--- config.mk ---
export PLATFORM = sky130hd
export DESIGN_NAME = ufc_channel
export DESIGN_NICKNAME = d
export VERILOG_FILES = /design/src/verilog/ufc_pkg.sv /design/src/verilog/ufc_channel.sv
export SDC_FILE = /design/constraint.sdc
export NUM_CORES = 1
export LEC_CHECK = 0
export ABC_AREA = 1
export BUFFER_PORTS_ARGS = -buffer_cell sky130_fd_sc_hd__clkbuf_2
export CORE_MARGIN = 4
export CORE_UTILIZATION = 45
export DETAILED_ROUTE_END_ITERATION = 8
export GPL_TIMING_DRIVEN = 0
export PLACE_DENSITY = 0.66
export SLEW_MARGIN = 20
export SYNTH_ARGS = -nofsm -noshare
export SYNTH_HDL_FRONTEND = slang
export SYNTH_SLANG_ARGS = --single-unit
export TNS_END_PERCENT = 5
--- constraint.sdc ---
create_clock -name clk_i -period 4.05 [get_ports clk_i]
set_input_delay 0.405 -clock clk_i [delete_from_list [all_inputs] [get_ports clk_i]]
set_output_delay 0.405 -clock clk_i [all_outputs]
set_load 0.01 [all_outputs]
--- src/verilog/ufc_pkg.sv ---
// package: register map, field positions and reset values of the uart channel
package ufc_pkg;
   // -------------------------------------------------
   // register offsets
   // -------------------------------------------------
   localparam logic [5:0] OFF_DATA = 6'h00;
   localparam logic [5:0] OFF_IEN = 6'h01;
   localparam logic [5:0] OFF_IID = 6'h02;
   localparam logic [5:0] OFF_FMT = 6'h03;
   localparam logic [5:0] OFF_MOD = 6'h04;
   localparam logic [5:0] OFF_LST = 6'h05;
   localparam logic [5:0] OFF_MST = 6'h06;
   localparam logic [5:0] OFF_SCR = 6'h07;
   localparam logic [5:0] OFF_SHADOW1 = 6'h20;
   localparam logic [5:0] OFF_SHADOW2 = 6'h21;
   localparam logic [5:0] OFF_MODE = 6'h08;
   // -------------------------------------------------
   // field positions
   // -------------------------------------------------
   localparam int FMT_DIV_SEL = 7;
   localparam int QC_ENABLE = 0;
   localparam int QC_RX_RST = 1;
   localparam int QC_TX_RST = 2;
   localparam int QC_TRIG_LO = 6;
   localparam int IEN_RX = 0;
   localparam int IEN_TX = 1;
   localparam int IEN_LINE = 2;
   localparam int IEN_MODEM = 3;
   // -------------------------------------------------
   // reset values and codes
   // -------------------------------------------------
   localparam logic [7:0] IID_RESET = 8'h01;
   localparam logic [7:0] LST_RESET = 8'h60;
   localparam logic [3:0] IID_NONE = 4'h1;
   localparam logic [3:0] IID_LINE = 4'h6;
   localparam logic [3:0] IID_RXDATA = 4'h4;
   localparam logic [3:0] IID_TIMEOUT = 4'hc;
   localparam logic [3:0] IID_TXEMPTY = 4'h2;
   localparam logic [3:0] IID_MODEM = 4'h0;
   localparam logic [15:0] DIV_RESET = 16'h0001;
   localparam int OVERSAMPLE = 16;
   localparam int TIMEOUT_CHARS = 4;
   localparam int FIFO_DEPTH = 16;
   localparam int CHAR_BITS = 10;
   localparam logic [7:0] TRIG_1 = 8'h01;
   localparam logic [7:0] TRIG_4 = 8'h04;
   localparam logic [7:0] TRIG_8 = 8'h08;
   localparam logic [7:0] TRIG_14 = 8'h0e;
endpackage : ufc_pkg

--- src/verilog/ufc_channel.sv ---
// one uart channel with 16-byte fifos and register port
//
// Decided for this implementation: strobed register access.
`timescale 1ns/1ps
// Overview of operation
// divisor_select_bit maps divisor bytes at 0,1
// bit 0 is lsb, first on line
// xt mode: idle flag tracks shifter only
// xt mode hides scratch register
// non-fifo mode zeroes fifo status bits
// dma select bit is ignored
// queue control mirrored at 0x20/0x21
// modem output bits are storage only
// receive fifo holds 16 bytes in fifo mode, one byte otherwise
// transmit starts once byte is written
// full transmit fifo refuses further writes
// tx interrupt when fifo empty, enabled
// first byte clears tx empty interrupt
// one char delay after first byte
// delay ends once two bytes coexisted
// trigger level reached raises rx interrupt
// full rx fifo: drop, set overrun
// timeout after 4 idle char times
// read or new byte clears timeout
// irq_identity resets to 0x01
// link_state resets to 0x60
// trigger codes give 1,4,8,14 bytes
// 16-bit divisor, reload on write
module ufc_channel
   import ufc_pkg::*;
#(
   parameter int DEPTH = FIFO_DEPTH,
   parameter logic CHANNEL_IS_SECOND = 1'b0
) (
   // clock and reset
   input wire logic clk_i,
   input wire logic rst_n_i,
   // register port
   input wire logic [5:0] addr_i,
   input wire logic [7:0] wdata_i,
   input wire logic wr_i,
   input wire logic rd_i,
   output logic [7:0] rdata_o,
   // serial line, modem inputs and interrupt
   input wire logic rxd_i,
   input wire logic cts_i,
   input wire logic dsr_i,
   input wire logic ri_i,
   input wire logic dcd_i,
   output logic txd_o,
   output logic irq_o
);
   localparam int PW = $clog2(DEPTH);
   localparam logic [9:0] IDLE_LIMIT = 10'(OVERSAMPLE * CHAR_BITS * TIMEOUT_CHARS);
   // -------------------------------------------------
   // synchronisers
   // -------------------------------------------------
   logic [4:0] sync_a;
   logic [4:0] sync_b;
   always_ff @(posedge clk_i or negedge rst_n_i) begin
      if (!rst_n_i) begin
         sync_a <= 5'h1f;
         sync_b <= 5'h1f;
      end else begin
         sync_a <= {dcd_i, ri_i, dsr_i, cts_i, rxd_i};
         sync_b <= sync_a;
      end
   end
   wire logic rx_s = sync_b[0];
   // -------------------------------------------------
   // register state
   // -------------------------------------------------
   logic [7:0] ien, fmt, mod, scratch_byte, qc, mdelta, mprev;
   logic [15:0] divisor;
   logic xt_mode, oe, pe, fe, bi;
   logic [7:0] next_ien, next_fmt, next_mod, next_scr, next_qc, next_mdelta;
   logic [15:0] next_divisor;
   logic next_xt_mode, next_oe, next_pe, next_fe, next_bi;
   wire logic dsel = fmt[FMT_DIV_SEL];
   wire logic fifo_on = qc[QC_ENABLE];
   wire logic wr_data = wr_i && addr_i == OFF_DATA && !dsel;
   wire logic rd_data = rd_i && addr_i == OFF_DATA && !dsel;
   wire logic rd_lst = rd_i && addr_i == OFF_LST;
   wire logic rd_mst = rd_i && addr_i == OFF_MST;
   wire logic wr_qc = wr_i && addr_i == OFF_IID;
   wire logic div_wr = wr_i && dsel && (addr_i == OFF_DATA || addr_i == OFF_IEN);
   // -------------------------------------------------
   // fifos
   // -------------------------------------------------
   logic [7:0] tx_mem [DEPTH];
   logic [7:0] rx_mem [DEPTH];
   logic [PW:0] tx_cnt, rx_cnt, next_tx_cnt, next_rx_cnt;
   logic [PW-1:0] tx_rp, tx_wp, rx_rp, rx_wp;
   logic tx_pop, rx_push;
   logic [7:0] rx_byte;
   logic rx_pe, rx_fe, rx_bi;
   wire logic tx_full = tx_cnt == (PW+1)'(fifo_on ? DEPTH : 1);
   wire logic rx_full = rx_cnt == (PW+1)'(fifo_on ? DEPTH : 1);
   wire logic tx_push = wr_data && !tx_full;
   wire logic rx_take = rx_push && !rx_full;
   wire logic rx_pop = rd_data && rx_cnt != '0;
   wire logic tx_clr = wr_qc && (wdata_i[QC_TX_RST] || wdata_i[QC_ENABLE] != fifo_on);
   wire logic rx_clr = wr_qc && (wdata_i[QC_RX_RST] || wdata_i[QC_ENABLE] != fifo_on);
   always_comb begin
      next_tx_cnt = tx_cnt + (PW+1)'(tx_push) - (PW+1)'(tx_pop);
      next_rx_cnt = rx_cnt + (PW+1)'(rx_take) - (PW+1)'(rx_pop);
      if (tx_clr) next_tx_cnt = '0;
      if (rx_clr) next_rx_cnt = '0;
   end
   always_ff @(posedge clk_i or negedge rst_n_i) begin
      if (!rst_n_i) begin
         tx_cnt <= '0;
         rx_cnt <= '0;
         tx_rp <= '0;
         tx_wp <= '0;
         rx_rp <= '0;
         rx_wp <= '0;
      end else begin
         tx_cnt <= next_tx_cnt;
         rx_cnt <= next_rx_cnt;
         tx_rp <= tx_clr ? '0 : tx_rp + PW'(tx_pop);
         tx_wp <= tx_clr ? '0 : tx_wp + PW'(tx_push);
         rx_rp <= rx_clr ? '0 : rx_rp + PW'(rx_pop);
         rx_wp <= rx_clr ? '0 : rx_wp + PW'(rx_take);
      end
   end
   always_ff @(posedge clk_i) begin
      if (tx_push) tx_mem[tx_wp] <= wdata_i;
      if (rx_take) rx_mem[rx_wp] <= rx_byte;
   end
   // -------------------------------------------------
   // baud generator: one pulse per sixteenth of a bit
   // -------------------------------------------------
   logic [15:0] bcnt, next_bcnt;
   always_comb begin
      // a divisor write reloads with the new value, not the one it replaces
      next_bcnt = (bcnt <= 16'h0001) ? divisor : bcnt - 16'h0001;
      if (div_wr) next_bcnt = next_divisor;
   end
   wire logic tick = bcnt <= 16'h0001 && !div_wr;
   // -------------------------------------------------
   // transmitter
   // -------------------------------------------------
   logic [9:0] tsh, next_tsh;
   logic [3:0] tbits, next_tbits, tsub, next_tsub;
   logic tbusy, next_tbusy;
   always_comb begin
      next_tsh = tsh;
      next_tbits = tbits;
      next_tsub = tsub;
      next_tbusy = tbusy;
      tx_pop = 1'b0;
      if (!tbusy && tx_cnt != '0 && !tx_clr) begin
         tx_pop = 1'b1;
         next_tsh = {1'b1, tx_mem[tx_rp], 1'b0};
         next_tbits = 4'h0;
         next_tsub = 4'h0;
         next_tbusy = 1'b1;
      end else if (tbusy && tick) begin
         next_tsub = tsub + 4'h1;
         if (tsub == 4'(OVERSAMPLE - 1)) begin
            next_tsh = {1'b1, tsh[9:1]};
            next_tbits = tbits + 4'h1;
            if (tbits == 4'(CHAR_BITS - 1)) next_tbusy = 1'b0;
         end
      end
   end
   wire logic brk = fmt[6];
   // -------------------------------------------------
   // receiver
   // -------------------------------------------------
   logic [8:0] rsh, next_rsh;
   logic [3:0] rbits, next_rbits, rsub, next_rsub;
   logic rbusy, next_rbusy;
   always_comb begin
      next_rsh = rsh;
      next_rbits = rbits;
      next_rsub = rsub;
      next_rbusy = rbusy;
      rx_push = 1'b0;
      rx_byte = rsh[8:1];
      rx_pe = 1'b0;
      rx_fe = !rx_s;
      rx_bi = !rx_s && rsh[8:1] == 8'h00;
      if (!rbusy && !rx_s) begin
         next_rbusy = 1'b1;
         next_rsub = 4'h0;
         next_rbits = 4'h0;
      end else if (rbusy && tick) begin
         next_rsub = rsub + 4'h1;
         if (rsub == 4'(OVERSAMPLE/2 - 1)) begin
            next_rbits = rbits + 4'h1;
            if (rbits == 4'h0 && rx_s) next_rbusy = 1'b0;
            else if (rbits == 4'(CHAR_BITS - 1)) begin
               rx_push = 1'b1;
               next_rbusy = 1'b0;
            end else if (rbits != 4'h0) next_rsh = {rx_s, rsh[8:1]};
         end
      end
   end
   // -------------------------------------------------
   // character timer, tx delay and rx timeout
   // -------------------------------------------------
   logic [7:0] char_tk, next_char_tk;
   wire logic char_end = tick && char_tk == 8'(OVERSAMPLE * CHAR_BITS - 1);
   logic [9:0] idle_tk, next_idle_tk;
   logic tx_hold, next_tx_hold, tx_armed, next_tx_armed, holding_empty_flag_irq, next_holding_empty_flag_irq;
   wire logic tx_empty = tx_cnt == '0;
   wire logic rd_iid = rd_i && addr_i == OFF_IID;
   logic [3:0] iid_code;
   always_comb begin
      next_char_tk = char_tk;
      if (tick) next_char_tk = char_end ? 8'h00 : char_tk + 8'h01;
      // idle time runs in ticks from the last byte taken in or read out, so the timeout is four whole characters
      next_idle_tk = idle_tk;
      if (rx_take || rx_pop || rx_cnt == '0) next_idle_tk = 10'h000;
      else if (tick && idle_tk != IDLE_LIMIT) next_idle_tk = idle_tk + 10'h001;
      next_tx_armed = tx_armed;
      next_tx_hold = tx_hold;
      if (tx_push && tx_empty) begin
         next_tx_hold = !tx_armed;
         next_char_tk = 8'h00;
      end else if (char_end) next_tx_hold = 1'b0;
      if (tx_push && tx_cnt != '0) next_tx_armed = 1'b1;
      else if (tx_empty && !tx_push) next_tx_armed = 1'b0;
      next_holding_empty_flag_irq = holding_empty_flag_irq;
      if (tx_push) next_holding_empty_flag_irq = 1'b0;
      else if (rd_iid && iid_code == IID_TXEMPTY) next_holding_empty_flag_irq = 1'b0;
      if (next_tx_cnt == '0 && !tx_push && !next_tx_hold && (tx_pop || tx_hold || tx_clr))
         next_holding_empty_flag_irq = 1'b1;
   end
   logic [7:0] trig;
   always_comb begin
      unique case (qc[7:QC_TRIG_LO])
         2'b00: trig = TRIG_1;
         2'b01: trig = TRIG_4;
         2'b10: trig = TRIG_8;
         2'b11: trig = TRIG_14;
      endcase
      iid_code = IID_NONE;
      if (ien[IEN_LINE] && (oe || pe || fe || bi)) iid_code = IID_LINE;
      else if (ien[IEN_RX] && 8'(rx_cnt) >= (fifo_on ? trig : 8'h01))
         iid_code = IID_RXDATA;
      else if (ien[IEN_RX] && fifo_on && idle_tk == IDLE_LIMIT)
         iid_code = IID_TIMEOUT;
      else if (ien[IEN_TX] && holding_empty_flag_irq) iid_code = IID_TXEMPTY;
      else if (ien[IEN_MODEM] && mdelta[3:0] != 4'h0) iid_code = IID_MODEM;
   end
   // -------------------------------------------------
   // register writes and status flags
   // -------------------------------------------------
   always_comb begin
      next_ien = ien;
      next_fmt = fmt;
      next_mod = mod;
      next_scr = scratch_byte;
      next_qc = qc;
      next_divisor = divisor;
      next_xt_mode = xt_mode;
      if (wr_i) begin
         unique case (addr_i)
            OFF_DATA: if (dsel) next_divisor[7:0] = wdata_i;
            OFF_IEN: begin
               if (dsel) next_divisor[15:8] = wdata_i;
               else next_ien = {4'h0, wdata_i[3:0]};
            end
            OFF_IID: next_qc = {wdata_i[7:6], 6'h00} | {7'h00, wdata_i[0]};
            OFF_FMT: next_fmt = wdata_i;
            OFF_MOD: next_mod = {3'h0, wdata_i[4:0]};
            OFF_SCR: if (!xt_mode) next_scr = wdata_i;
            OFF_MODE: next_xt_mode = wdata_i[0];
            default: ;
         endcase
      end
      // line errors: a new event wins over a read clearing them
      next_oe = (oe && !rd_lst) || (rx_push && rx_full);
      next_pe = (pe && !rd_lst) || (rx_take && rx_pe);
      next_fe = (fe && !rd_lst) || (rx_take && rx_fe);
      next_bi = (bi && !rd_lst) || (rx_take && rx_bi);
      next_mdelta = 8'h00;
      next_mdelta[0] = (mdelta[0] && !rd_mst) || (sync_b[1] != mprev[0]);
      next_mdelta[1] = (mdelta[1] && !rd_mst) || (sync_b[2] != mprev[1]);
      next_mdelta[2] = (mdelta[2] && !rd_mst) || (sync_b[3] && !mprev[2]);
      next_mdelta[3] = (mdelta[3] && !rd_mst) || (sync_b[4] != mprev[3]);
   end
   always_ff @(posedge clk_i or negedge rst_n_i) begin
      if (!rst_n_i) begin
         ien <= 8'h00;
         fmt <= 8'h00;
         mod <= 8'h00;
         scratch_byte <= 8'h00;
         qc <= 8'h00;
         divisor <= DIV_RESET;
         xt_mode <= 1'b0;
         {oe, pe, fe, bi} <= 4'h0;
         mdelta <= 8'h00;
         mprev <= 8'h0f;
         bcnt <= DIV_RESET;
         tsh <= 10'h3ff;
         tbits <= 4'h0;
         tsub <= 4'h0;
         tbusy <= 1'b0;
         rsh <= 9'h000;
         rbits <= 4'h0;
         rsub <= 4'h0;
         rbusy <= 1'b0;
         char_tk <= 8'h00;
         idle_tk <= 10'h000;
         tx_hold <= 1'b0;
         tx_armed <= 1'b0;
         holding_empty_flag_irq <= 1'b1;
      end else begin
         ien <= next_ien;
         fmt <= next_fmt;
         mod <= next_mod;
         scratch_byte <= next_scr;
         qc <= next_qc;
         divisor <= next_divisor;
         xt_mode <= next_xt_mode;
         {oe, pe, fe, bi} <= {next_oe, next_pe, next_fe, next_bi};
         mdelta <= next_mdelta;
         mprev <= {4'h0, sync_b[4:1]};
         bcnt <= next_bcnt;
         tsh <= next_tsh;
         tbits <= next_tbits;
         tsub <= next_tsub;
         tbusy <= next_tbusy;
         rsh <= next_rsh;
         rbits <= next_rbits;
         rsub <= next_rsub;
         rbusy <= next_rbusy;
         char_tk <= next_char_tk;
         idle_tk <= next_idle_tk;
         tx_hold <= next_tx_hold;
         tx_armed <= next_tx_armed;
         holding_empty_flag_irq <= next_holding_empty_flag_irq;
      end
   end
   // -------------------------------------------------
   // read path, one cycle late
   // -------------------------------------------------
   logic [7:0] lst, iid, next_rdata;
   always_comb begin
      lst = {fifo_on && (pe || fe || bi),
             !tbusy && (tx_empty || xt_mode),
             tx_empty, bi, fe, pe, oe, rx_cnt != '0};
      iid = {fifo_on, fifo_on, 2'b00, fifo_on ? iid_code : {1'b0, iid_code[2:0]}};
      next_rdata = 8'h00;
      if (rd_i) begin
         unique case (addr_i)
            OFF_DATA: next_rdata = dsel ? divisor[7:0] : rx_mem[rx_rp];
            OFF_IEN: next_rdata = dsel ? divisor[15:8] : ien;
            OFF_IID: next_rdata = iid;
            OFF_FMT: next_rdata = fmt;
            OFF_MOD: next_rdata = mod;
            OFF_LST: next_rdata = lst;
            OFF_MST: next_rdata = {~sync_b[4:1], mdelta[3:0]};
            OFF_SCR: next_rdata = xt_mode ? 8'h00 : scratch_byte;
            OFF_MODE: next_rdata = {7'h00, xt_mode};
            OFF_SHADOW1: next_rdata = CHANNEL_IS_SECOND ? 8'h00 : qc;
            OFF_SHADOW2: next_rdata = CHANNEL_IS_SECOND ? qc : 8'h00;
            default: next_rdata = 8'h00;
         endcase
      end
   end
   always_ff @(posedge clk_i or negedge rst_n_i) begin
      if (!rst_n_i) begin
         rdata_o <= 8'h00;
         txd_o <= 1'b1;
         irq_o <= 1'b0;
      end else begin
         rdata_o <= next_rdata;
         txd_o <= (tbusy ? tsh[0] : 1'b1) && !brk;
         irq_o <= iid_code != IID_NONE;
      end
   end
   // -------------------------------------------------
   // checks
   // -------------------------------------------------
   AST_TX_REFUSE: assert property (@(posedge clk_i) disable iff (!rst_n_i)
      tx_full && !tx_pop && !tx_clr |=> tx_cnt == $past(tx_cnt))
      else $error("write into full tx fifo accepted");
   AST_RX_CAP: assert property (@(posedge clk_i) disable iff (!rst_n_i)
      rx_cnt <= (PW+1)'(DEPTH)) else $error("rx fifo beyond depth");
   AST_OVERRUN: assert property (@(posedge clk_i) disable iff (!rst_n_i)
      rx_push && rx_full |=> oe && rx_cnt <= $past(rx_cnt))
      else $error("overrun not flagged");
   AST_HOLDING_EMPTY_FLAG_DROP: assert property (@(posedge clk_i) disable iff (!rst_n_i)
      tx_push |=> !holding_empty_flag_irq) else $error("tx empty irq stayed after load");
   AST_TIMEOUT_CLR: assert property (@(posedge clk_i) disable iff (!rst_n_i)
      rx_pop |=> idle_tk == 10'h000) else $error("timeout not cleared");
   AST_NONFIFO: assert property (@(posedge clk_i) disable iff (!rst_n_i)
      !fifo_on |-> iid[7:6] == 2'b00 && iid[3] == 1'b0 && lst[7] == 1'b0)
      else $error("fifo bits set in non-fifo mode");
   AST_SHADOW: assert property (@(posedge clk_i) disable iff (!rst_n_i)
      wr_qc |=> qc[5:1] == 5'h00 && qc[7:6] == $past(wdata_i[7:6]))
      else $error("queue control mirror wrong");
   AST_DIV_RELOAD: assert property (@(posedge clk_i) disable iff (!rst_n_i)
      div_wr |=> bcnt == $past(next_divisor)) else $error("bit clock not reloaded");
   AST_TX_START: assert property (@(posedge clk_i) disable iff (!rst_n_i)
      tx_push && !tbusy && !tx_clr |=> ##1 tbusy) else $error("transmit did not start");
   COV_TX_FULL: cover property (@(posedge clk_i) disable iff (!rst_n_i) tx_full && wr_data);
   COV_OVERRUN: cover property (@(posedge clk_i) disable iff (!rst_n_i) rx_push && rx_full);
   COV_TIMEOUT: cover property (@(posedge clk_i) disable iff (!rst_n_i)
      iid_code == IID_TIMEOUT);
endmodule : ufc_channel

==> impl_metrics.env, run 1 <==
export IMPL_grt_busiest_layer="met2"
export IMPL_rrSetupSlack_ns=0.38
export IMPL_ctsResizeCount=0
export IMPL_setup_viol=0
export IMPL_synth_warnings=0
export IMPL_leakagePower_nw=8.91
export IMPL_regToRegEndpoint="rx_cnt[4]$_DFF_PN0_"
export IMPL_reg2reg_depth=13
export IMPL_antenna_found_initial=0
export IMPL_total_power_mw=11.6
export IMPL_power_density_mw_per_mm2=528
export IMPL_io_buffers=31
export IMPL_crit_chain="clkbuf_1 > clkbuf_1 > nor4_1 > inv_1 > ha_1 > ha_1 > inv_1 > fa_1 > inv_1 > nand2_1 > a21oi_1 > o21ai_0 > nor3b_1"
export IMPL_ctsRootBufferMaster="clkbuf_16"
export IMPL_crit_type="flip-flop to flip-flop"
export IMPL_status="complete, no violations"
export IMPL_start_util_pct=46.0
export IMPL_r2r_start="fmt[7]$_DFFE_PN0P_"
export IMPL_cp_max_fo=10
export IMPL_io_pins=33
export IMPL_ys_ff_latch=431
export IMPL_critical_path_startpoint="fmt[7]$_DFFE_PN0P_"
export IMPL_seq_area_frac_synth_pct=62.1
export IMPL_syn_area_sq_mm=0.0195
export IMPL_rows=75
export IMPL_fin_skew_ns=0.0310
export IMPL_clk_pin_slew_worst_paths_ns=0.06
export IMPL_drtIter0Drc=1322
export IMPL_grt_use_total_pct=21.1
export IMPL_hpwl_um=33500
export IMPL_mostFrequentLayoutCells="nor2_1 (312), nand2_1 (283), edfxtp_1 (256)"
export IMPL_start_kind="flip-flop"
export IMPL_met1_usage_pct=29.2
export IMPL_max_clock_freq_ghz=0.272
export IMPL_gp_congestion=0.930
export IMPL_synth_edff_count=256
export IMPL_clock_path_buffers=3
export IMPL_drv_cap=0
export IMPL_cts_max_level=2
export IMPL_crit_arrival_ns=4.12
export IMPL_drc=0
export IMPL_whs_ns=0.198
export IMPL_via_per_inst=5.39
export IMPL_layout_commonest_cell="nor2_1"
export IMPL_dr_pass1_iters=6
export IMPL_worst_slew_pin_slew_ns=1.18
export IMPL_clk_latency_ns=0.58
export IMPL_design_die_area_sq_mm=0.0467
export IMPL_drv_slew=0
export IMPL_dp_cells=2538
export IMPL_post_drt_wl_per_cell_um=18.7
export IMPL_maxSlewHeadroom_pct=20.7
export IMPL_hold_class="input pin to flip-flop"
export IMPL_finalCriticalPeriod_ns=3.67
export IMPL_syn_avg_cell_area_sq_um=10.1
export IMPL_netlist_instances=1929
export IMPL_clkSinkCount=431
export IMPL_rsz0062_at_grt="no"
export IMPL_vias=14200
export IMPL_globalRouteMet2Util_pct=33.6
export IMPL_grt_pass1_wl_um=78100
export IMPL_synth_net_count=1993
export IMPL_cts_buffers=46
export IMPL_ant_nets=0
export IMPL_cp_slowest_stage_delay_ns=1.05
export IMPL_diodes=0
export IMPL_cp_slowest_cell="nor4_1"
export IMPL_finalWirelength_um=49300
export IMPL_final_cell_count_no_fill=2630
export IMPL_cts_hold_buffers=6
export IMPL_gr_total_overflow=0
export IMPL_crit_path_end="rx_cnt[4]$_DFF_PN0_"
export IMPL_fp_coreArea_sq_mm=0.0423
export IMPL_postCtsSetupRepairBufs=0
export IMPL_drive_above_1_share_pct=10.0
export IMPL_globalRouteMet3Util_pct=4.02
export IMPL_synthArstFlopShare_pct=40.6
export IMPL_layout_nets=2079
export IMPL_grt_max_degree=90
export IMPL_hold_violations=0
export IMPL_path_common_cell="inv_1"
export IMPL_cts_tree="yes"
export IMPL_ys_flop_type="edfxtp_1"
export IMPL_required_ns=4.49
export IMPL_yosys_cell_types_count=48
export IMPL_ir_drop_uv=398
export IMPL_period_share_pct=90.7
export IMPL_first_global_vias=13900
export IMPL_crit_path_end_kind="flip-flop"
export IMPL_die_h_um=216
export IMPL_die_width_um=216
export IMPL_area_delta_synth_final_pct=12.8
==> through the flow <==
step                setup TNS (ns)  area, sq um  setup WS [ns]  utilization (%)
global placement           -102.97        20400         -0.711             48.1
CTS                              0        22000          0.394             51.9
detailed placement         -0.0348        20400        -0.0348             48.2
finish                           0        22000          0.378             51.9
global route                     0        22000          0.152             51.9
floorplan                        0        19500           1.15                -
==> power breakdown <==
group / total (mW) / internal (mW) / switching [mW]
Combinational: 2.26 / 0.746 / 1.51
Sequential: 5.12 / 4.91 / 0.209
Clock: 4.23 / 2.49 / 1.74
==> kinds of logic (layout without fill, tap and decap cells) <==
| group | after synthesis | in the layout | synth area share, % |
|---|---|---|---|
| buffers and inverters | 252 | 376 | 5.14 |
| DFF | 431 | 431 | 62.1 |
| and+or+nand+nor | 784 | 784 | 17.3 |
| muxes | 2 | 2 | 0.109 |
| adders and majority gates | 41 | 41 | 2.71 |
| xor gates and xnor gates | 27 | 27 | 1.21 |
| AOI/OAI and AO/OA | 392 | 392 | 11.4 |
==> final cells by class <==
type	instances	area, sq um
Fill cell	3794	20400
Sequential cell	431	12100
Multi-Input combinational cell	1246	6370
Clock buffer	65	1290
Tap cell	577	722
Inverter	180	681
Buffer	72	320
Timing Repair Buffer	38	251
Clock inverter	21	229
==> routing by layer <==
| metal | share of wire, % | wire length (um) | vias up |
|---|---|---|---|
| li1 | - | - | 6760 |
| met1 | 43 | 21400 | 6801 |
| met2 | 46 | 22500 | 498 |
| met3 | 7.1 | 3490 | 112 |
| met4 | 3.7 | 1840 | 0 |
| met5 | 0 | 0 | - |
==> cells in the mapped netlist, types with 2 or more instances <==
cell type	n	share of area [%]
nand4_1	17	0.55
edfxtp_1	256	39
dfrtp_1	148	19
a21oi_1	37	0.95
fa_1	2	0.21
nand3_1	111	2.9
o22ai_1	20	0.64
nor2_1	312	6.0
nand3_4	3	0.27
nor2_4	9	0.52
o211ai_1	55	2.1
nor4_1	3	0.096
dfstp_2	27	3.6
o21ai_1	2	0.051
inv_1	169	3.3
clkbuf_1	45	0.87
nand2_1	283	5.5
o21ai_2	9	0.40
ha_1	39	2.5
o221ai_1	5	0.22
o31ai_1	4	0.15
nor2_2	4	0.13
o21ai_0	252	6.5
a31oi_1	3	0.096
inv_2	5	0.096
or2_2	4	0.13
nor3b_1	4	0.15
o21a_1	2	0.077
buf_6	3	0.17
xnor2_1	13	0.58
buf_1	4	0.077
inv_4	2	0.064
nand3b_1	3	0.12
nor3_1	16	0.41
xor2_1	14	0.63
clkinv_1	4	0.077
buf_2	19	0.49
nand2_2	11	0.35
==> worst min-delay path by stage <==
| stage | end | depth (start not counted) | slack [ns] | from |
|---|---|---|---|---|
| finish | xt_mode$_DFFE_PN0P_ | 2 | 0.20 | wr_i |
| global placement | sync_b[3]$_DFF_PN1_ | 0 | 0.35 | sync_a[3]$_DFF_PN1_ |
| CTS | xt_mode$_DFFE_PN0P_ | 2 | 0.17 | wr_i |
| global route | xt_mode$_DFFE_PN0P_ | 2 | 0.18 | wr_i |
| floorplan | bcnt[10]$_DFF_PN0_ | 0 | 0.11 | rst_n_i |
| detailed placement | sync_b[0]$_DFF_PN1_ | 0 | 0.35 | sync_a[0]$_DFF_PN1_ |
==> state kept, by name, summed over array words and instances, names as in the netlist, 5 cells and up <==
signal	cells
rsh	8
divisor	16
char_tk	8
bcnt	16
mod	5
tx_cnt	5
tsh	9
idle_tk	10
rx_mem	128
rx_cnt	5
tx_mem	128
fmt	8
scratch_byte	8
sync_b	5
rdata_o	8
sync_a	5
==> worst max-delay path: cells and delay by family (launching register included) <==
family                     cells  cell delay, ns
AOI/OAI and AO/OA              2            0.27
adders and majority gates      3            0.88
buffers and inverters          5            0.76
DFF                            1            0.37
and+or+nand+nor                3            1.26
(Power assumes the default switching activity.)
==> inputs of run 2 (changes only) <==
RECOVER_POWER = 25   (was not set)
==> run 2 against run 1 <==
  * The flow now finishes with violations (max-capacitance violations, max-slew violations)
  * Wire length barely moved
  * Clock skew fell by 0.0025 ns
  * Hold slack got worse by 0.0012 ns
  * Non-clock buffer count did not move
  * Combinational power barely moved
  * Global-route usage did not move
  * Critical endpoint is now holding_empty_flag_irq$_DFFE_PN1P_
  * Largest cell class unchanged
==> impl_metrics.env, run 2 (synthesis results as in run 1) <==
export IMPL_status="finished with violations"
export IMPL_violations="max-capacitance violations, max-slew violations"
export IMPL_clock_path_buffers=3
export IMPL_worst_slew_pin_slew_ns=2.18
export IMPL_whs_ns=0.197
export IMPL_cts_buffers=46
export IMPL_drc=0
export IMPL_crit_type="input pin to flip-flop"
export IMPL_r2r_start="fmt[7]$_DFFE_PN0P_"
export IMPL_cts_tree="yes"
export IMPL_finalCriticalPeriod_ns=3.61
export IMPL_drive_above_1_share_pct=9.45
export IMPL_drtIter0Drc=1277
export IMPL_layout_setup_ws_ns=0.439
export IMPL_max_clock_freq_ghz=0.277
export IMPL_cp_max_fo=19
export IMPL_first_global_vias=13900
export IMPL_dp_slack_ns=-0.0348
export IMPL_drv_slew=87
export IMPL_final_cell_area_sq_mm=0.0219
export IMPL_clk_pin_slew_worst_paths_ns=0.06
export IMPL_placed_cell_area_sq_mm=0.0204
export IMPL_clk_latency_ns=0.59
export IMPL_rsz0062_at_grt="no"
export IMPL_hold_class="input pin to flip-flop"
export IMPL_grt_pass1_wl_um=78100
export IMPL_vias=14200
export IMPL_design_die_area_sq_mm=0.0467
export IMPL_ant_nets=0
export IMPL_fin_util_pct=51.9
export IMPL_start_kind="input pin"
export IMPL_rows=75
export IMPL_dr_pass1_iters=7
export IMPL_io_pins=33
export IMPL_fp_coreArea_sq_mm=0.0423
export IMPL_layout_commonest_cell="nor2_1"
export IMPL_dp_cells=2538
export IMPL_crit_arrival_ns=4.10
export IMPL_setup_viol=0
export IMPL_area_delta_synth_final_pct=12.7
export IMPL_cts_max_level=2
export IMPL_grt_use_total_pct=21.1
export IMPL_period_share_pct=89.2
export IMPL_io_buffers=31
export IMPL_mostFrequentLayoutCells="nor2_1 (313), nand2_1 (283), edfxtp_1 (256)"
export IMPL_postCtsSetupRepairBufs=0
export IMPL_grt_max_degree=90
export IMPL_rrSetupSlack_ns=0.44
export IMPL_ir_drop_uv=398
export IMPL_power_density_mw_per_mm2=529
export IMPL_gr_total_overflow=0
export IMPL_fin_skew_ns=0.0285
export IMPL_regToRegEndpoint="rx_cnt[4]$_DFF_PN0_"
export IMPL_crit_path_end_kind="flip-flop"
export IMPL_finalWirelength_um=49300
export IMPL_final_cell_count_no_fill=2630
export IMPL_hold_path_end="xt_mode$_DFFE_PN0P_"
export IMPL_clkSinkCount=431
export IMPL_ctsResizeCount=0
export IMPL_antenna_found_initial=0
export IMPL_gp_congestion=0.930
export IMPL_worstHoldStart="wr_i"
export IMPL_fin_setup_tns_ns=0
export IMPL_leakagePower_nw=8.89
export IMPL_whs_path_depth=2
export IMPL_total_power_mw=11.6
export IMPL_die_width_um=216
export IMPL_drv_cap=1
export IMPL_die_h_um=216
export IMPL_layout_nets=2079
export IMPL_hold_violations=0
export IMPL_reg2reg_depth=13
export IMPL_ctsRootBufferMaster="clkbuf_16"
export IMPL_hpwl_um=33500
export IMPL_post_drt_wl_per_cell_um=18.7
export IMPL_top_regs="rx_mem (128), tx_mem (128)"
export IMPL_maxSlewHeadroom_pct=-45.6
export IMPL_start_util_pct=46.0
export IMPL_diodes=0
export IMPL_required_ns=4.54
export IMPL_via_per_inst=5.38
[run 2: power breakdown]
part	switching [mW]	total [mW]	internal, mW
clock network	1.74	4.23	2.49
logic	1.51	2.25	0.744
registers	0.210	5.12	4.91
[run 2: layout make-up]
| cell class | count | area (sq um) |
|---|---|---|
| multi-input combinational | 1246 | 6370 |
| buffer | 72 | 320 |
| tap | 577 | 722 |
| inverter | 180 | 681 |
| timing repair buffer | 38 | 233 |
| clock inverter | 21 | 229 |
| fill | 3800 | 20400 |
| sequential | 431 | 12100 |
| clock buffer | 65 | 1290 |
[run 2: metal layers]
| layer | track usage [%] | wire, um | vias to the layer above |
|---|---|---|---|
| met4 | 7.66 | 1750 | 0 |
| met1 | 29.2 | 21500 | 6816 |
| met2 | 33.6 | 22700 | 479 |
| met5 | 0 | 0 | - |
| met3 | 4.02 | 3320 | 101 |
| li1 | - | - | 6757 |
[run 2: what timing repair did]
| item | 4_1_cts | 5_1_grt |
|---|---|---|
| endpoints found under the setup margin | 0 | 0 |
| hold endpoints to repair | 75 | 0 |
| hold buffers | 6 | 0 |
[run 2: critical path: stages]
cell	delay, ns
clkbuf_2	0.48
inv_1	0.35
nand2_1	0.16
nand2_1	0.10
o211ai_4	0.28
nand2_4	0.15
inv_2	0.12
buf_2	0.27
ha_1	0.27
inv_1	0.06
ha_1	0.16
inv_1	0.06
fa_1	0.37
inv_1	0.08
nand3_1	0.09
nand2_1	0.08
nand2_1	0.05
nand2_1	0.06
inv_1	0.04
nand2_1	0.07
nand2_1	0.06
nor2_1	0.11
nand2_1	0.08
a21oi_1	0.14
[run 2: how the worst max path moves through the flow]
stage	startpoint	to	slack (ns)
4_1_cts	fmt[7]$_DFFE_PN0P_	rx_cnt[4]$_DFF_PN0_	0.39
6_report	wdata_i[0]	holding_empty_flag_irq$_DFFE_PN1P_	0.44
3_3_place_gp	rst_n_i	tx_rp[2]$_DFF_PN0_	-0.71
5_1_grt	wdata_i[0]	holding_empty_flag_irq$_DFFE_PN1P_	0.14
2_1_floorplan	addr_i[4]	holding_empty_flag_irq$_DFFE_PN1P_	1.15
3_5_place_dp	wdata_i[0]	holding_empty_flag_irq$_DFFE_PN1P_	-0.03
==> inputs of run 3 (changes only) <==
clock period = 4.7 ns   (was 4.05 ns; I/O delays follow)
==> run 3 against run 2 <==
  * The flow still finishes with violations (max-capacitance violations, max-slew violations)
  * Via count decreased by 0.20%
  * Core utilization about the same
  * Worst setup slack improved by 0.60 ns
  * Non-clock buffer count unchanged
  * Total power decreased by 14%
  * Count of clock-buffer cells in the layout unchanged
  * Combinational power decreased by 14%
  * Largest cell class unchanged
==> impl_metrics.env, run 3 (synthesis results as in run 1) <==
export IMPL_status="finished with violations"
export IMPL_violations="max-capacitance violations, max-slew violations"
export IMPL_cts_max_level=2
export IMPL_p_switching_mw=2.98
export IMPL_finalWirelength_um=49300
export IMPL_worst_slew_pin_slew_ns=2.18
export IMPL_area_delta_synth_final_pct=12.7
export IMPL_io_buffers=31
export IMPL_dr_pass1_iters=6
export IMPL_fin_setup_tns_ns=0
export IMPL_grt_pass1_wl_um=78100
export IMPL_leakagePower_nw=8.89
export IMPL_crit_arrival_ns=4.15
export IMPL_rows=75
export IMPL_hold_class="input pin to flip-flop"
export IMPL_clk_pin_slew_worst_paths_ns=0.06
export IMPL_post_drt_wl_per_cell_um=18.7
export IMPL_first_global_vias=13900
export IMPL_power_density_mw_per_mm2=455
export IMPL_max_clock_freq_ghz=0.273
export IMPL_crit_type="input pin to flip-flop"
export IMPL_design_die_area_sq_mm=0.0467
export IMPL_cts_buffers=46
export IMPL_layout_setup_ws_ns=1.04
export IMPL_ir_drop_uv=343
export IMPL_placed_cell_area_sq_mm=0.0204
export IMPL_drive_above_1_share_pct=9.55
export IMPL_drv_slew=87
export IMPL_maxSlewHeadroom_pct=-45.5
export IMPL_seqPwrFrac_pct=44.1
export IMPL_diodes=0
export IMPL_ctsRootBufferMaster="clkbuf_16"
export IMPL_clock_path_buffers=3
export IMPL_dp_slack_ns=0.550
export IMPL_p_int_mw=7.02
export IMPL_start_kind="input pin"
export IMPL_final_cell_area_sq_mm=0.0220
export IMPL_ant_nets=0
export IMPL_finalCriticalPeriod_ns=3.66
export IMPL_grt_max_degree=90
export IMPL_grt_use_total_pct=21.1
export IMPL_swShare_pct=29.8
export IMPL_via_per_inst=5.37
export IMPL_clkSinkCount=431
export IMPL_cts_tree="yes"
export IMPL_gp_congestion=0.930
export IMPL_r2r_start="fmt[7]$_DFFE_PN0P_"
export IMPL_cp_max_fo=19
export IMPL_antenna_found_initial=0
export IMPL_critical_path_startpoint="wdata_i[0]"
export IMPL_required_ns=5.19
export IMPL_hpwl_um=33500
export IMPL_io_pins=33
export IMPL_layout_nets=2079
export IMPL_clkPwrFrac_pct=36.4
export IMPL_hold_violations=0
export IMPL_clk_latency_ns=0.58
export IMPL_layout_commonest_cell="nor2_1"
export IMPL_setup_viol=0
export IMPL_worstHoldStart="wr_i"
export IMPL_period_share_pct=77.9
export IMPL_p_comb_share_pct=19.4
export IMPL_die_h_um=216
export IMPL_rsz0062_at_grt="no"
export IMPL_start_util_pct=46.0
export IMPL_drc=0
export IMPL_die_width_um=216
export IMPL_fin_skew_ns=0.0284
export IMPL_drv_cap=1
export IMPL_vias=14100
export IMPL_crit_path_end_kind="flip-flop"
export IMPL_fp_coreArea_sq_mm=0.0423
export IMPL_mostFrequentLayoutCells="nor2_1 (312), nand2_1 (283), edfxtp_1 (256)"
export IMPL_top_regs="rx_mem (128), tx_mem (128)"
export IMPL_drtIter0Drc=1286
export IMPL_gr_total_overflow=0
==> run 3: changes by cell type in the layout (fill, tap and decap cells not counted) <==
| cell | delta |
|---|---|
| clkbuf_1 | -1 |
| clkbuf_2 | +1 |
| nor2_4 | +1 |
| nor2_1 | -1 |
==> run 3: per-layer routing <==
metal	track usage, %	wire length (um)
met3	4.02	3440
met2	33.6	22600
met4	7.66	1780
met1	29.2	21500
met5	0	0
==> run 3: power by group through the flow <==
stage | clock network (mW) | logic [mW] | registers (mW)
finish | 3.64 | 1.94 | 4.41
global route | 3.88 | 2.23 | 4.44
CTS | 3.72 | 1.94 | 4.41
detailed placement | 0 | 1.92 | 4.48
global placement | 0 | 1.86 | 4.48
floorplan | 0 | 1.35 | 4.44
==> run 3: worst paths after layout <==
kind,to,slack (ns),cells after the start
max,holding_empty_flag_irq$_DFFE_PN1P_,1.04,24
min,xt_mode$_DFFE_PN0P_,0.26,2
max reg2reg,rx_cnt[4]$_DFF_PN0_,1.09,13
min reg2reg,sync_b[0]$_DFF_PN1_,0.36,0
max in group asynchronous,tx_wp[2]$_DFF_PN0_,2.34,2
min in group asynchronous,idle_tk[6]$_DFFE_PN0P_,1.04,2
==> run 3: layout make-up <==
cell class                 count  area [sq um]
buffer                        72           320
clock buffer                  65          1290
clock inverter                21           229
fill                        3799         20400
inverter                     180           681
multi-input combinational   1246          6370
sequential                   431         12100
tap                          577           722
timing repair buffer          38           234
==> run 3: worst max-delay path, cell delays in order <==
cell and delay (ns):
clkbuf_2 0.47, inv_1 0.34, nand2_1 0.16, nand2_1 0.10, o211ai_4 0.28, nand2_4 0.15
inv_2 0.12, buf_2 0.27, ha_1 0.27, inv_1 0.06, ha_1 0.16, inv_1 0.06
fa_1 0.37, inv_1 0.08, nand3_1 0.09, nand2_1 0.08, nand2_1 0.05, nand2_1 0.06
inv_1 0.04, nand2_1 0.07, nand2_1 0.06, nor2_1 0.11, nand2_1 0.08, a21oi_1 0.14
==> run 3: metrics by stage <==
step                utilization (%)  std cells  hold slack [ns]  power, mW
floorplan                         -       1929            0.174       5.79
global placement               48.1       2537            0.346       6.34
detailed placement             48.2       2538            0.347       6.41
CTS                            51.9       2630            0.233       10.1
global route                   51.9       2630            0.245       10.5
finish                         51.9       2630            0.262       10.0
==> run 3: timing repair <==
action                    4_1_cts  5_1_grt
hold endpoints to repair       74        0
buffers inserted                0        0
gates resized for setup         0        0
hold buffers                    6        0
